<file path="src/shared/vcm_pkg.sv">
// Contract
// - UV smoothing filter on U/V outputs, ~2.7 MHz, enabled by 0x42 bit 0.
// - With UV smoothing off, the programmed chroma low-pass filter is used.
// - Sinc compensation on the PS/HD path, enabled by 0x13 bit 3.
// - Registers 0x16-0x18 colour the HD test pattern only, not external pixels.
// - Automatic matrix scaling follows input mode field 0x01 bits 6:4.
// - No RGB-in to YPrPb-out conversion, no SD RGB input.
// - 0x02 bit 5: 1 YPrPb out, 0 RGB; 0x15 bit 1: RGB in (PS/HD).
// - Manual matrix via 0x02 bit 3, off after reset, PS/HD only.
// - Preset coefficients 0x13B, 0x3B, 0x93, 0x248, 0x1F0 give HDTV colour.
// - Manual matrix acts on external HD/PS data, not during test patterns.
// - Coefficients are 10 bits: upper byte plus two low bits in matrix_green_luma_low_bits/matrix_red_blue_low_bits.
// - RGB out: G = luma term minus cross terms; B and R add one term.
// - Manual YPrPb out: Y, Pb, Pr each scaled by own coefficient, no cross terms; automatic YPrPb passes through.
// - Matrix registers matrix_green_luma_low_bits-0x09 reset to 03, F0, 4E, 0E, 24, 92, 7C.
// - SD Y/Cb/Cr gains are 10 bits, factor times 512.
// - SD gains: low bits in 0x5C, upper bytes at 0x5D/0x5E/0x5F.
// - SD gain scaling acts on every interlaced output format; the code scales only SD-path pixels (pixSdPath), never HD-path ones.
// - Hue register 0x60 shifts subcarrier phase per step about centre 0x80.
// - SD gain writes take effect on falling vsync when double buffered.
package vcm_pkg;
   typedef struct packed {
      logic [9:0] y;
      logic [9:0] cb;
      logic [9:0] cr;
   } vcm_pixel_s;
   typedef struct packed {
      logic [9:0] gY;
      logic [9:0] bPb;
      logic [9:0] rPr;
   } vcm_out_s;
   // ------------------------------------------------------------
   // Register offsets
   // ------------------------------------------------------------
   localparam logic [7:0] OFS_INPUT_MODE = 8'h01;
   localparam logic [7:0] OFS_OUTPUT_MODE = 8'h02;
   localparam logic [7:0] OFS_GY_LOW = 8'h03;
   localparam logic [7:0] OFS_RB_LOW = 8'h04;
   localparam logic [7:0] OFS_GY = 8'h05;
   localparam logic [7:0] OFS_GU = 8'h06;
   localparam logic [7:0] OFS_GV = 8'h07;
   localparam logic [7:0] OFS_BU = 8'h08;
   localparam logic [7:0] OFS_RV = 8'h09;
   localparam logic [7:0] OFS_HD_CTRL = 8'h13;
   localparam logic [7:0] OFS_HD_FORMAT = 8'h15;
   localparam logic [7:0] OFS_TP_Y = 8'h16;
   localparam logic [7:0] OFS_TP_CR = 8'h17;
   localparam logic [7:0] OFS_TP_CB = 8'h18;
   localparam logic [7:0] OFS_SD_FILTER = 8'h40;
   localparam logic [7:0] OFS_SD_MODE2 = 8'h42;
   localparam logic [7:0] OFS_SD_MODE8 = 8'h48;
   localparam logic [7:0] OFS_SD_GAIN_LOW = 8'h5C;
   localparam logic [7:0] OFS_SD_GAIN_Y = 8'h5D;
   localparam logic [7:0] OFS_SD_GAIN_CB = 8'h5E;
   localparam logic [7:0] OFS_SD_GAIN_CR = 8'h5F;
   localparam logic [7:0] OFS_HUE = 8'h60;
   // ------------------------------------------------------------
   // Reset values
   // ------------------------------------------------------------
   localparam logic [7:0] RST_ZERO = 8'h00;
   localparam logic [7:0] RST_GY_LOW = 8'h03;
   localparam logic [7:0] RST_RB_LOW = 8'hF0;
   localparam logic [7:0] RST_GY = 8'h4E;
   localparam logic [7:0] RST_GU = 8'h0E;
   localparam logic [7:0] RST_GV = 8'h24;
   localparam logic [7:0] RST_BU = 8'h92;
   localparam logic [7:0] RST_RV = 8'h7C;
   localparam logic [7:0] RST_TP_Y = 8'h10;
   localparam logic [7:0] RST_TP_C = 8'h80;
   localparam logic [7:0] RST_GAIN = 8'h80;
   localparam logic [7:0] RST_HUE = 8'h80;
   // ------------------------------------------------------------
   // Field positions and codes
   // ------------------------------------------------------------
   localparam int BIT_MANUAL = 3;
   localparam int BIT_OUT_YPRPB = 5;
   localparam int BIT_SINC = 3;
   localparam int BIT_RGB_IN = 1;
   localparam int BIT_UV_SMOOTH = 0;
   localparam int BIT_SD_DBLBUF = 2;
   localparam logic [2:0] INMODE_HD = 3'h2;
   localparam logic [2:0] CHROMA_SEL_UV_SMOOTH = 3'h7;
   // ------------------------------------------------------------
   // Arithmetic constants
   // ------------------------------------------------------------
   localparam int COEF_SHIFT = 8;
   localparam int GAIN_SHIFT = 9;
   localparam logic signed [11:0] LUMA_BLACK = 12'sh040;
   localparam logic signed [11:0] CHROMA_ZERO = 12'sh200;
   localparam logic [9:0] CODE_MAX = 10'h3FF;
   localparam logic [9:0] AUTO_UNITY = 10'h100;
   localparam logic [9:0] AUTO_GY = 10'h12A;
   localparam logic [9:0] SDPS_GU = 10'h067;
   localparam logic [9:0] SDPS_GV = 10'h0D5;
   localparam logic [9:0] SDPS_BU = 10'h210;
   localparam logic [9:0] SDPS_RV = 10'h1A2;
   localparam logic [9:0] HD_GU = 10'h038;
   localparam logic [9:0] HD_GV = 10'h08B;
   localparam logic [9:0] HD_BU = 10'h229;
   localparam logic [9:0] HD_RV = 10'h1D5;
endpackage
</file>
<file path="src/hw/vcm_color_stage.sv">
`timescale 1ns/100ps
module vcm_color_stage #(
   parameter int DEPTH = 2
) (
   input wire logic coreClk,
   input wire logic reset_n,
   input wire logic regWrEn,
   input wire logic regRdEn,
   input wire logic [7:0] regAddr,
   input wire logic [7:0] regWrData,
   output logic [7:0] regRdData,
   output logic regRdValid,
   input wire logic pixValid,
   output logic pixReady,
   input wire vcm_pkg::vcm_pixel_s pixIn,
   input wire logic pixSdPath,
   input wire logic testPatternActive,
   input wire logic vsyncPin,
   output logic outValid,
   input wire logic outReady,
   output vcm_pkg::vcm_out_s outData,
   output logic uvSmoothEnable,
   output logic [2:0] chromaFilterSelect,
   output logic sincEnable,
   output vcm_pkg::vcm_pixel_s testPatternColor,
   output logic signed [7:0] hueOffset,
   output logic unsupportedConfig
);
   // ------------------------------------------------------------
   // Control registers
   // ------------------------------------------------------------
   logic [7:0] inModeReg, outModeReg, gyLowReg, rbLowReg, gyReg, guReg, gvReg;
   logic [7:0] buReg, rvReg, hdCtrlReg, hdFmtReg, tpYReg, tpCrReg, tpCbReg;
   logic [7:0] sdFiltReg, sdMode2Reg, sdMode8Reg, gainLowReg, gainYReg;
   logic [7:0] gainCbReg, gainCrReg, hueReg;

   always_ff @(posedge coreClk) begin
      if (!reset_n) begin
         gyLowReg <= vcm_pkg::RST_GY_LOW;
         rbLowReg <= vcm_pkg::RST_RB_LOW;
         gyReg <= vcm_pkg::RST_GY;
         guReg <= vcm_pkg::RST_GU;
         gvReg <= vcm_pkg::RST_GV;
         buReg <= vcm_pkg::RST_BU;
         rvReg <= vcm_pkg::RST_RV;
      end else if (regWrEn) begin
         if (regAddr == vcm_pkg::OFS_GY_LOW) begin
            gyLowReg <= regWrData;
         end else if (regAddr == vcm_pkg::OFS_RB_LOW) begin
            rbLowReg <= regWrData;
         end else if (regAddr == vcm_pkg::OFS_GY) begin
            gyReg <= regWrData;
         end else if (regAddr == vcm_pkg::OFS_GU) begin
            guReg <= regWrData;
         end else if (regAddr == vcm_pkg::OFS_GV) begin
            gvReg <= regWrData;
         end else if (regAddr == vcm_pkg::OFS_BU) begin
            buReg <= regWrData;
         end else if (regAddr == vcm_pkg::OFS_RV) begin
            rvReg <= regWrData;
         end
      end
   end

   always_ff @(posedge coreClk) begin
      if (!reset_n) begin
         inModeReg <= vcm_pkg::RST_ZERO;
         outModeReg <= vcm_pkg::RST_ZERO;
         hdCtrlReg <= vcm_pkg::RST_ZERO;
         hdFmtReg <= vcm_pkg::RST_ZERO;
         sdFiltReg <= vcm_pkg::RST_ZERO;
         sdMode2Reg <= vcm_pkg::RST_ZERO;
         sdMode8Reg <= vcm_pkg::RST_ZERO;
         tpYReg <= vcm_pkg::RST_TP_Y;
         tpCrReg <= vcm_pkg::RST_TP_C;
         tpCbReg <= vcm_pkg::RST_TP_C;
         hueReg <= vcm_pkg::RST_HUE;
      end else if (regWrEn) begin
         if (regAddr == vcm_pkg::OFS_INPUT_MODE) begin
            inModeReg <= regWrData;
         end else if (regAddr == vcm_pkg::OFS_OUTPUT_MODE) begin
            outModeReg <= regWrData;
         end else if (regAddr == vcm_pkg::OFS_HD_CTRL) begin
            hdCtrlReg <= regWrData;
         end else if (regAddr == vcm_pkg::OFS_HD_FORMAT) begin
            hdFmtReg <= regWrData;
         end else if (regAddr == vcm_pkg::OFS_SD_FILTER) begin
            sdFiltReg <= regWrData;
         end else if (regAddr == vcm_pkg::OFS_SD_MODE2) begin
            sdMode2Reg <= regWrData;
         end else if (regAddr == vcm_pkg::OFS_SD_MODE8) begin
            sdMode8Reg <= regWrData;
         end else if (regAddr == vcm_pkg::OFS_TP_Y) begin
            tpYReg <= regWrData;
         end else if (regAddr == vcm_pkg::OFS_TP_CR) begin
            tpCrReg <= regWrData;
         end else if (regAddr == vcm_pkg::OFS_TP_CB) begin
            tpCbReg <= regWrData;
         end else if (regAddr == vcm_pkg::OFS_HUE) begin
            hueReg <= regWrData;
         end
      end
   end

   always_ff @(posedge coreClk) begin
      if (!reset_n) begin
         gainLowReg <= vcm_pkg::RST_ZERO;
         gainYReg <= vcm_pkg::RST_GAIN;
         gainCbReg <= vcm_pkg::RST_GAIN;
         gainCrReg <= vcm_pkg::RST_GAIN;
      end else if (regWrEn) begin
         if (regAddr == vcm_pkg::OFS_SD_GAIN_LOW) begin
            gainLowReg <= regWrData;
         end else if (regAddr == vcm_pkg::OFS_SD_GAIN_Y) begin
            gainYReg <= regWrData;
         end else if (regAddr == vcm_pkg::OFS_SD_GAIN_CB) begin
            gainCbReg <= regWrData;
         end else if (regAddr == vcm_pkg::OFS_SD_GAIN_CR) begin
            gainCrReg <= regWrData;
         end
      end
   end

   // ------------------------------------------------------------
   // Register read-back
   // ------------------------------------------------------------
   logic [7:0] rdMux;
   always_comb begin
      if (regAddr == vcm_pkg::OFS_INPUT_MODE) rdMux = inModeReg;
      else if (regAddr == vcm_pkg::OFS_OUTPUT_MODE) rdMux = outModeReg;
      else if (regAddr == vcm_pkg::OFS_GY_LOW) rdMux = gyLowReg;
      else if (regAddr == vcm_pkg::OFS_RB_LOW) rdMux = rbLowReg;
      else if (regAddr == vcm_pkg::OFS_GY) rdMux = gyReg;
      else if (regAddr == vcm_pkg::OFS_GU) rdMux = guReg;
      else if (regAddr == vcm_pkg::OFS_GV) rdMux = gvReg;
      else if (regAddr == vcm_pkg::OFS_BU) rdMux = buReg;
      else if (regAddr == vcm_pkg::OFS_RV) rdMux = rvReg;
      else if (regAddr == vcm_pkg::OFS_HD_CTRL) rdMux = hdCtrlReg;
      else if (regAddr == vcm_pkg::OFS_HD_FORMAT) rdMux = hdFmtReg;
      else if (regAddr == vcm_pkg::OFS_TP_Y) rdMux = tpYReg;
      else if (regAddr == vcm_pkg::OFS_TP_CR) rdMux = tpCrReg;
      else if (regAddr == vcm_pkg::OFS_TP_CB) rdMux = tpCbReg;
      else if (regAddr == vcm_pkg::OFS_SD_FILTER) rdMux = sdFiltReg;
      else if (regAddr == vcm_pkg::OFS_SD_MODE2) rdMux = sdMode2Reg;
      else if (regAddr == vcm_pkg::OFS_SD_MODE8) rdMux = sdMode8Reg;
      else if (regAddr == vcm_pkg::OFS_SD_GAIN_LOW) rdMux = gainLowReg;
      else if (regAddr == vcm_pkg::OFS_SD_GAIN_Y) rdMux = gainYReg;
      else if (regAddr == vcm_pkg::OFS_SD_GAIN_CB) rdMux = gainCbReg;
      else if (regAddr == vcm_pkg::OFS_SD_GAIN_CR) rdMux = gainCrReg;
      else if (regAddr == vcm_pkg::OFS_HUE) rdMux = hueReg;
      else rdMux = 8'h00;
   end

   always_ff @(posedge coreClk) begin
      if (!reset_n) begin
         regRdData <= 8'h00;
         regRdValid <= 1'b0;
      end else begin
         regRdData <= regRdEn ? rdMux : 8'h00;
         regRdValid <= regRdEn;
      end
   end

   // ------------------------------------------------------------
   // Vsync pin synchroniser and SD gain double buffer
   // ------------------------------------------------------------
   logic [2:0] vsyncSync;
   always_ff @(posedge coreClk) begin
      if (!reset_n) vsyncSync <= 3'h0;
      else vsyncSync <= {vsyncSync[1:0], vsyncPin};
   end
   // Stage 0 feeds stage 1 only; the edge is judged on stages 1 and 2
   logic vsyncFall;
   assign vsyncFall = vsyncSync[2] && !vsyncSync[1];

   // Low bits packed Y, Cb, Cr
   logic [9:0] gainYNew, gainCbNew, gainCrNew;
   assign gainYNew = {gainYReg, gainLowReg[1:0]};
   assign gainCbNew = {gainCbReg, gainLowReg[3:2]};
   assign gainCrNew = {gainCrReg, gainLowReg[5:4]};

   logic [9:0] gainYAct, gainCbAct, gainCrAct;
   always_ff @(posedge coreClk) begin
      if (!reset_n) begin
         gainYAct <= {vcm_pkg::RST_GAIN, 2'b00};
         gainCbAct <= {vcm_pkg::RST_GAIN, 2'b00};
         gainCrAct <= {vcm_pkg::RST_GAIN, 2'b00};
      end else if (!sdMode8Reg[vcm_pkg::BIT_SD_DBLBUF] || vsyncFall) begin
         gainYAct <= gainYNew;
         gainCbAct <= gainCbNew;
         gainCrAct <= gainCrNew;
      end
   end

   // ------------------------------------------------------------
   // Filter and hue controls
   // ------------------------------------------------------------
   // UV smoothing enable
   assign uvSmoothEnable = sdMode2Reg[vcm_pkg::BIT_UV_SMOOTH];
   assign chromaFilterSelect = uvSmoothEnable ? vcm_pkg::CHROMA_SEL_UV_SMOOTH
                                              : sdFiltReg[7:5];
   assign sincEnable = hdCtrlReg[vcm_pkg::BIT_SINC];
   assign testPatternColor = '{y: {tpYReg, 2'b00}, cb: {tpCbReg, 2'b00},
                               cr: {tpCrReg, 2'b00}};
   assign hueOffset = $signed(hueReg ^ vcm_pkg::RST_HUE);

   // ------------------------------------------------------------
   // Arithmetic helpers
   // ------------------------------------------------------------
   // Round and clamp
   function automatic logic [9:0] clampScale(input logic signed [23:0] prod,
                                              input int shift,
                                              input logic signed [11:0] base);
      logic signed [23:0] v;
      v = (prod + (24'sd1 <<< (shift - 1))) >>> shift;
      v = v + base;
      if (v < 0) return 10'h000;
      else if (v > $signed({14'h0, vcm_pkg::CODE_MAX})) return vcm_pkg::CODE_MAX;
      else return v[9:0];
   endfunction

   function automatic logic signed [23:0] mul(input logic [9:0] c,
                                              input logic signed [11:0] x);
      logic signed [11:0] cs;
      cs = $signed({2'b00, c});
      return 24'(cs * x);
   endfunction

   // ------------------------------------------------------------
   // Colour datapath
   // ------------------------------------------------------------
   logic rgbIn, outYPrPb, manualOn, isHdMode;
   assign outYPrPb = outModeReg[vcm_pkg::BIT_OUT_YPRPB];
   // Input format bit ignored on SD
   assign rgbIn = hdFmtReg[vcm_pkg::BIT_RGB_IN] && !pixSdPath && !testPatternActive;
   assign manualOn = outModeReg[vcm_pkg::BIT_MANUAL] && !pixSdPath && !testPatternActive;
   assign isHdMode = (inModeReg[6:4] == vcm_pkg::INMODE_HD);
   // RGB in with YPrPb out is not converted
   assign unsupportedConfig = hdFmtReg[vcm_pkg::BIT_RGB_IN] && outYPrPb;

   logic [9:0] cGy, cGu, cGv, cBu, cRv;
   always_comb begin
      if (manualOn) begin
         cGy = {gyReg, gyLowReg[1:0]};
         cGu = {guReg, rbLowReg[5:4]};
         cGv = {gvReg, rbLowReg[7:6]};
         cBu = {buReg, rbLowReg[3:2]};
         cRv = {rvReg, rbLowReg[1:0]};
      end else if (isHdMode && !pixSdPath) begin
         cGy = vcm_pkg::AUTO_GY;
         cGu = vcm_pkg::HD_GU;
         cGv = vcm_pkg::HD_GV;
         cBu = vcm_pkg::HD_BU;
         cRv = vcm_pkg::HD_RV;
      end else begin
         cGy = vcm_pkg::AUTO_GY;
         cGu = vcm_pkg::SDPS_GU;
         cGv = vcm_pkg::SDPS_GV;
         cBu = vcm_pkg::SDPS_BU;
         cRv = vcm_pkg::SDPS_RV;
      end
   end

   vcm_pkg::vcm_pixel_s srcPix, gainPix;
   assign srcPix = testPatternActive ? testPatternColor : pixIn;

   // SD gain on SD-path pixels only (pixSdPath), not on HD/PS-path pixels
   always_comb begin
      if (pixSdPath) begin
         gainPix.y = clampScale(mul(gainYAct, $signed({2'b00, srcPix.y}) -
                                vcm_pkg::LUMA_BLACK), vcm_pkg::GAIN_SHIFT,
                                vcm_pkg::LUMA_BLACK);
         gainPix.cb = clampScale(mul(gainCbAct, $signed({2'b00, srcPix.cb}) -
                                 vcm_pkg::CHROMA_ZERO), vcm_pkg::GAIN_SHIFT,
                                 vcm_pkg::CHROMA_ZERO);
         gainPix.cr = clampScale(mul(gainCrAct, $signed({2'b00, srcPix.cr}) -
                                 vcm_pkg::CHROMA_ZERO), vcm_pkg::GAIN_SHIFT,
                                 vcm_pkg::CHROMA_ZERO);
      end else begin
         gainPix = srcPix;
      end
   end

   logic signed [11:0] yOfs, pbOfs, prOfs;
   logic signed [23:0] tY, tGu, tGv;
   vcm_pkg::vcm_out_s mtx;
   assign yOfs = $signed({2'b00, gainPix.y}) - vcm_pkg::LUMA_BLACK;
   assign pbOfs = $signed({2'b00, gainPix.cb}) - vcm_pkg::CHROMA_ZERO;
   assign prOfs = $signed({2'b00, gainPix.cr}) - vcm_pkg::CHROMA_ZERO;
   assign tY = mul(cGy, yOfs);
   // Green cross coefficients are stored as magnitudes and subtracted
   assign tGu = mul(cGu, pbOfs);
   assign tGv = mul(cGv, prOfs);

   always_comb begin
      if (rgbIn) begin
         // RGB arrives as G, B, R and passes untouched
         mtx = '{gY: gainPix.y, bPb: gainPix.cb, rPr: gainPix.cr};
      end else if (outYPrPb && !manualOn) begin
         mtx = '{gY: gainPix.y, bPb: gainPix.cb, rPr: gainPix.cr};
      end else if (outYPrPb) begin
         mtx.gY = clampScale(tY, vcm_pkg::COEF_SHIFT, vcm_pkg::LUMA_BLACK);
         mtx.bPb = clampScale(mul(cBu, pbOfs), vcm_pkg::COEF_SHIFT,
                              vcm_pkg::CHROMA_ZERO);
         mtx.rPr = clampScale(mul(cRv, prOfs), vcm_pkg::COEF_SHIFT,
                              vcm_pkg::CHROMA_ZERO);
      end else begin
         mtx.gY = clampScale(tY - tGu - tGv, vcm_pkg::COEF_SHIFT, 12'sh000);
         mtx.bPb = clampScale(tY + mul(cBu, pbOfs), vcm_pkg::COEF_SHIFT, 12'sh000);
         mtx.rPr = clampScale(tY + mul(cRv, prOfs), vcm_pkg::COEF_SHIFT, 12'sh000);
      end
   end

   // ------------------------------------------------------------
   // Output buffer
   // ------------------------------------------------------------
   // Absorbs a receiver stall without losing the word in flight
   localparam int PTR_W = (DEPTH > 1) ? $clog2(DEPTH) : 1;
   vcm_pkg::vcm_out_s bufMem [DEPTH];
   logic [PTR_W-1:0] wrPtr, rdPtr;
   logic [PTR_W:0] count;
   logic doWr, doRd;
   assign pixReady = (count != (PTR_W + 1)'(DEPTH));
   assign outValid = (count != '0);
   assign doWr = pixValid && pixReady;
   assign doRd = outValid && outReady;
   assign outData = bufMem[rdPtr];

   always_ff @(posedge coreClk) begin
      if (doWr) bufMem[wrPtr] <= mtx;
   end

   always_ff @(posedge coreClk) begin
      if (!reset_n) begin
         wrPtr <= '0;
         rdPtr <= '0;
         count <= '0;
      end else begin
         if (doWr) wrPtr <= (wrPtr == PTR_W'(DEPTH - 1)) ? '0 : wrPtr + 1'b1;
         if (doRd) rdPtr <= (rdPtr == PTR_W'(DEPTH - 1)) ? '0 : rdPtr + 1'b1;
         if (doWr && !doRd) count <= count + 1'b1;
         else if (doRd && !doWr) count <= count - 1'b1;
      end
   end
endmodule

</file>
<file path="config.mk">
export PLATFORM = sky130hd
export DESIGN_NAME = vcm_color_stage
export DESIGN_NICKNAME = d
export VERILOG_FILES = /design/src/shared/vcm_pkg.sv /design/src/hw/vcm_color_stage.sv
export SDC_FILE = /design/constraint.sdc
export NUM_CORES = 2
export LEC_CHECK = 0
export BUFFER_PORTS_ARGS = -buffer_cell sky130_fd_sc_hd__buf_2
export CORE_MARGIN = 2
export CORE_UTILIZATION = 30
export CTS_CLUSTER_SIZE = 10
export DETAILED_ROUTE_END_ITERATION = 8
export GPL_ROUTABILITY_DRIVEN = 0
export GPL_TIMING_DRIVEN = 0
export HOLD_SLACK_MARGIN = 0.03
export PLACE_DENSITY_LB_ADDON = 0.08
export SYNTH_ARGS = -nofsm -noshare
export SYNTH_HDL_FRONTEND = slang
export SYNTH_SLANG_ARGS = --single-unit
</file>
<file path="constraint.sdc">
create_clock -name coreClk -period 65.2 [get_ports coreClk]
set_clock_uncertainty 0.1 [all_clocks]
set_input_delay 13.04 -clock coreClk [delete_from_list [all_inputs] [get_ports coreClk]]
set_output_delay 13.04 -clock coreClk [all_outputs]
set_load 0.02 [all_outputs]
</file>
Word-level counts from Yosys, hierarchy flattened
Memories as Yosys holds them, arrays and structs flattened. A register that Yosys moved wholly into a read port is not among the register bits.
Cells that the tools add are included.
- add/sub/neg operators: 29
- multiply operators: 8
- magnitude comparators: 18
- eq/ne operators: 24
- multiplexer cells: 63
- bitwise logic cells: 20
- reduce and logical (&&, ||, !) cells: 45
- operator list (operator ; count):
    $mux 10 ; 23
    $mul 11x11->22 ; 8
    $mux 8 ; 22
    $mux 30 ; 5
    $gt 16x11->1 const B ; 6
    $lt 16x1->1 const B ; 6
    $add 22x10->23 const B ; 3
    $add 22x9->23 const B ; 3
    $eq 8x7->1 const B ; 8
    $add 23x9->24 const B ; 2
    $add 22x22->23 ; 2
    $gt 15x11->1 const B ; 3
    $lt 15x1->1 const B ; 3
    $sub 10x10->11 const B ; 4
    $eq 8x5->1 const B ; 5
    $add 15x11->16 const B ; 2
    $eq 8x3->1 const B ; 4
    $add 14x11->15 const B ; 2
    $add 24x9->24 const B ; 1
    $sub 23x22->24 ; 1
    $sub 22x22->23 ; 1
    $sub 10x7->11 const B ; 2
    $mux 7 ; 3
    $not 1->1 ; 20
    other kinds (29) ; 68
- register bits: 222
- memory bits (writable): 60
- input bits: 55
- output and inout bits: 85
- word-level logic and storage cells: 239
- memories: 1
- memories (memory ; depth ; width ; read ports ; clocked after memory_dff ; wr ports ; line ; text):
    bufMem ; 2 ; 30 ; 1 ; 1 ; 1 ; vcm_color_stage.sv:319 ; vcm_pkg::vcm_out_s bufMem [DEPTH];

Logic depth before layout (Yosys ltp)
- word-level depth: 23
- mapped depth: 76
- gate-level depth less buffers: 70

Worst setup path after synthesis
OpenSTA, ideal clock, no wires.
- path kind: input port to flip-flop
- from: input port testPatternActive
- to: memory bufMem[0][26] (netlist bit), data pin
- setup time: 0.184 ns
- arrival: 29.971 ns
- data required time: 64.916 ns
- slack: 34.946 ns
- stages on the path: 67
- buffers on the path: 4
- cell sequence: clkbuf_1 buf_1 mux2i_1 clkbuf_1 ha_1 xnor2_1 and2_1 fa_1 inv_1 fa_1 fa_1 inv_1 fa_1 inv_1 fa_1 inv_1 ha_1 buf_2 [31 not listed] fa_1 inv_1 fa_1 fa_1 fa_1 inv_1 ha_1 a21o_1 a21oi_1 nor3b_1 a211oi_1 o2111a_1 o21a_1 nor3_2 nand2_1 nor2_1 nor2_1 a211oi_1
- RTL lines (element ; line ; text):
    from (decl) ; vcm_color_stage.sv:17 ; input wire logic testPatternActive,
    to (decl) ; vcm_color_stage.sv:319 ;

==> summary.md <==
| Metric | Value |
|---|---|
| Min cycle time layout | 35800 ps |
| Reg-to-reg slack, setup | 43370 ps |
| Cell Area, Synth | 0.0501 sq mm |
| Cell mode on critical path | fa_1 |
| Startpoint Class | input port |
| Router iterations before antenna repair | 6 |
| Vias per cell | 5.10 |
| Clock transition at path regs | 60 ps |
| Yosys top cell area share | 0.256 |
| Initial antenna violation count | 4 |
| Rows | 150 |
| Fin crit share | 0.549 |
| Root Buffer | clkbuf_16 |
| FF-to-FF End | bufMem[0][24]$_DFFE_PP_ |
| Num Clock Sinks | 283 |
| Post-CTS Setup Repair Bufs | 0 |
| CTS buffer count | 36 |
| Synth Register Bits | 283 |
| CP Max Fanout | 10 |
| Die H | 413 microns |
| Status | finished, final reports clean |
| Number of max-cap violations | 0 |
| Synth top area cells | fa_1 26%, ha_1 16%, dfxtp_1 8.9% |
| Crit path kind | in2reg |
| Drt drc | 0 |
| Hold Vio Cnt, Final | 0 |
| Sequential-to-total area share from yosys stat | 0.125 |
| Worst-skew pair later-pin latency | 610 ps |
| Wire per inst | 23.5 microns |
| Critical Path Source | testPatternActive |
| Fillers | 17800 |
| R2R Path Start | tpYReg[4]$_SDFFE_PN1P_ |
| Nets | 7483 |
| CTS tree | built |
| Maximum clock path buffer count | 3 |
| Sink of the worst hold path | vsyncSync[1]$_SDFF_PN0_ |
| Hold_sp | vsyncSync[0]$_SDFF_PN0_ |
| Worst Reg-to-Reg Cells | 68 |
| Syn_area_per_cell | 8.40 sq um |
| Initial Utilization | 0.301 |
| Final setup violation count | 0 |
| Antenna-violating nets left | 0 |
| Distinct cells, synth | 104 |
| Vias in the first global route | 44000 |
| Ys Warns | 0 |
| Layout cells sized above 1 | 0.0566 |
| Final wirelength | 197000 microns |
| Tot GR Track Use | 0.231 |
| Most frequent cells in the layout | 904 x inv_1, 755 x nand2_1, 642 x fa_1, 640 x ha_1, 475 x nor2_1 |
| CORE AREA | 0.166 sq mm |
| CP max stage delay | 1100 ps |
| Largest net degree at the start of global routing | 31 |
| Slew HR | 0.0404 |
| Top FF cell, synth | dfxtp_1 |
| Die area | 0.170 sq mm |
| DRT iter0 DRCs | 3181 |
| Tightest Hold Check Type | reg2reg |
| H-tree depth | 2 |
| Top-level I/O count | 140 |
| HPWL after detailed placement | 164000 microns |
| Setup TNS Final | 0 ps |
| Most common cell after layout, fill and taps aside | inv_1 |
| First-pass GRT wire length | 293000 microns |
| Count of final max-slew check failures | 0 |
| Post-Synthesis Cells | 5965 |
| CTS resizes | 0 |
| Port Buffer Count | 129 |
| Slew @ Worst Pin | 1430 ps |
| Critical path endpoint category | register |
| Slowest cell on the critical path | clkbuf_1 |
| FFs w/ async S/R, synth | 0 |
| Via Count | 42700 |
| Post-synth EDFFs | 60 |
| Peak Freq | 27.9 MHz |
| RSZ-0062 raised after global routing | false |
| Layout area overhead | 9.46% |
| CP Data Arrival Time | 36100 ps |
| Worst EP required | 65490 ps |
| WHS Path Cells | 1 |
| Die width | 413 microns |
| Overflow after GRT | 0 |
| Dominant cell type by area after synthesis | fa_1 |
| Number of hold buffers added after cts | 0 |
-- worst max-delay path: cells and delay by family --
kind                     cells  cell delay (ps)
multiplexers                 1              430
AND/OR/NAND/NOR             14             3500
AO/OA/AOI/OAI               17             4840
buffers and inverters       16             5000
XOR/XNOR                     1              650
adder cells (fa/ha/maj)     19             8570
-- routing by layer --
metal,global-route usage,vias up,part of all wire
met4,0.0574,0,0.027
met3,0.0136,171,0.043
li1,-,19900,-
met5,0,-,0
met2,0.384,1078,0.46
met1,0.327,21500,0.47
-- registers in the layout, indices dropped and copies added (netlist names), 10 cells and up, named ones only --
register   flops
gainCrAct     10
gainYAct      10
bufMem        60
gainCbAct     10
-- logic make-up after synthesis --
| group | synth area share |
|---|---|
| AND/OR/NAND/NOR | 0.187 |
| adder cells (fa/ha/maj) | 0.416 |
| buffers and inverters | 0.0901 |
| AO/OA/AOI/OAI | 0.126 |
| flip-flops | 0.125 |
| XOR/XNOR | 0.0260 |
| multiplexers | 0.0294 |
| other | 0.0000748 |
-- worst max path at each step --
stage                                    to  slack (ps)
floorplan           bufMem[0][26]$_DFFE_PP_       34950
global placement    bufMem[0][26]$_DFFE_PP_       28400
detailed placement  bufMem[0][26]$_DFFE_PP_       28770
CTS                 bufMem[0][26]$_DFFE_PP_       29380
global route        bufMem[1][26]$_DFFE_PP_       28380
finish              bufMem[0][24]$_DFFE_PP_       29400
-- cell type report --
type                       count  area (sq um)  area share
antenna                        5          12.5    0.000228
buffer                       273          1090      0.0198
clock buffer                  49           990      0.0180
clock inverter                 6           110     0.00201
inverter                     912          3430      0.0625
multi-input combinational   4502         39400       0.719
sequential                   283          6270       0.114
tap                         2204          2760      0.0503
timing repair buffer         138           783      0.0143
-- stage by stage --
| stage | setup slack [ps] | hold slack [ps] | std cells | util | area [sq um] |
|---|---|---|---|---|---|
| 2_1_floorplan | 34950 | 312 | 5970 | - | 50100 |
| 3_3_place_gp | 28400 | 318 | 8303 | 0.322 | 53600 |
| 3_5_place_dp | 28770 | 328 | 8312 | 0.323 | 53800 |
| 4_1_cts | 29380 | 344 | 8367 | 0.330 | 54900 |
| 5_1_grt | 28380 | 354 | 8367 | 0.330 | 54900 |
| 6_report | 29400 | 342 | 8372 | 0.330 | 54900 |
-- cells in the mapped netlist (117+ instances only) --
cell and instances:
nand3_1 164, nor2_1 476, ha_1 640, and2_1 190, o21ai_0 150, a21boi_0 122
fa_1 642, a21oi_1 169, dfxtp_1 223, inv_1 904, clkbuf_1 236, nor2b_1 117
nand2_1 755
Power is left out: the tool's default activity adds up to more than one toggle a clock period on the data nets, which glitch-free logic cannot reach.
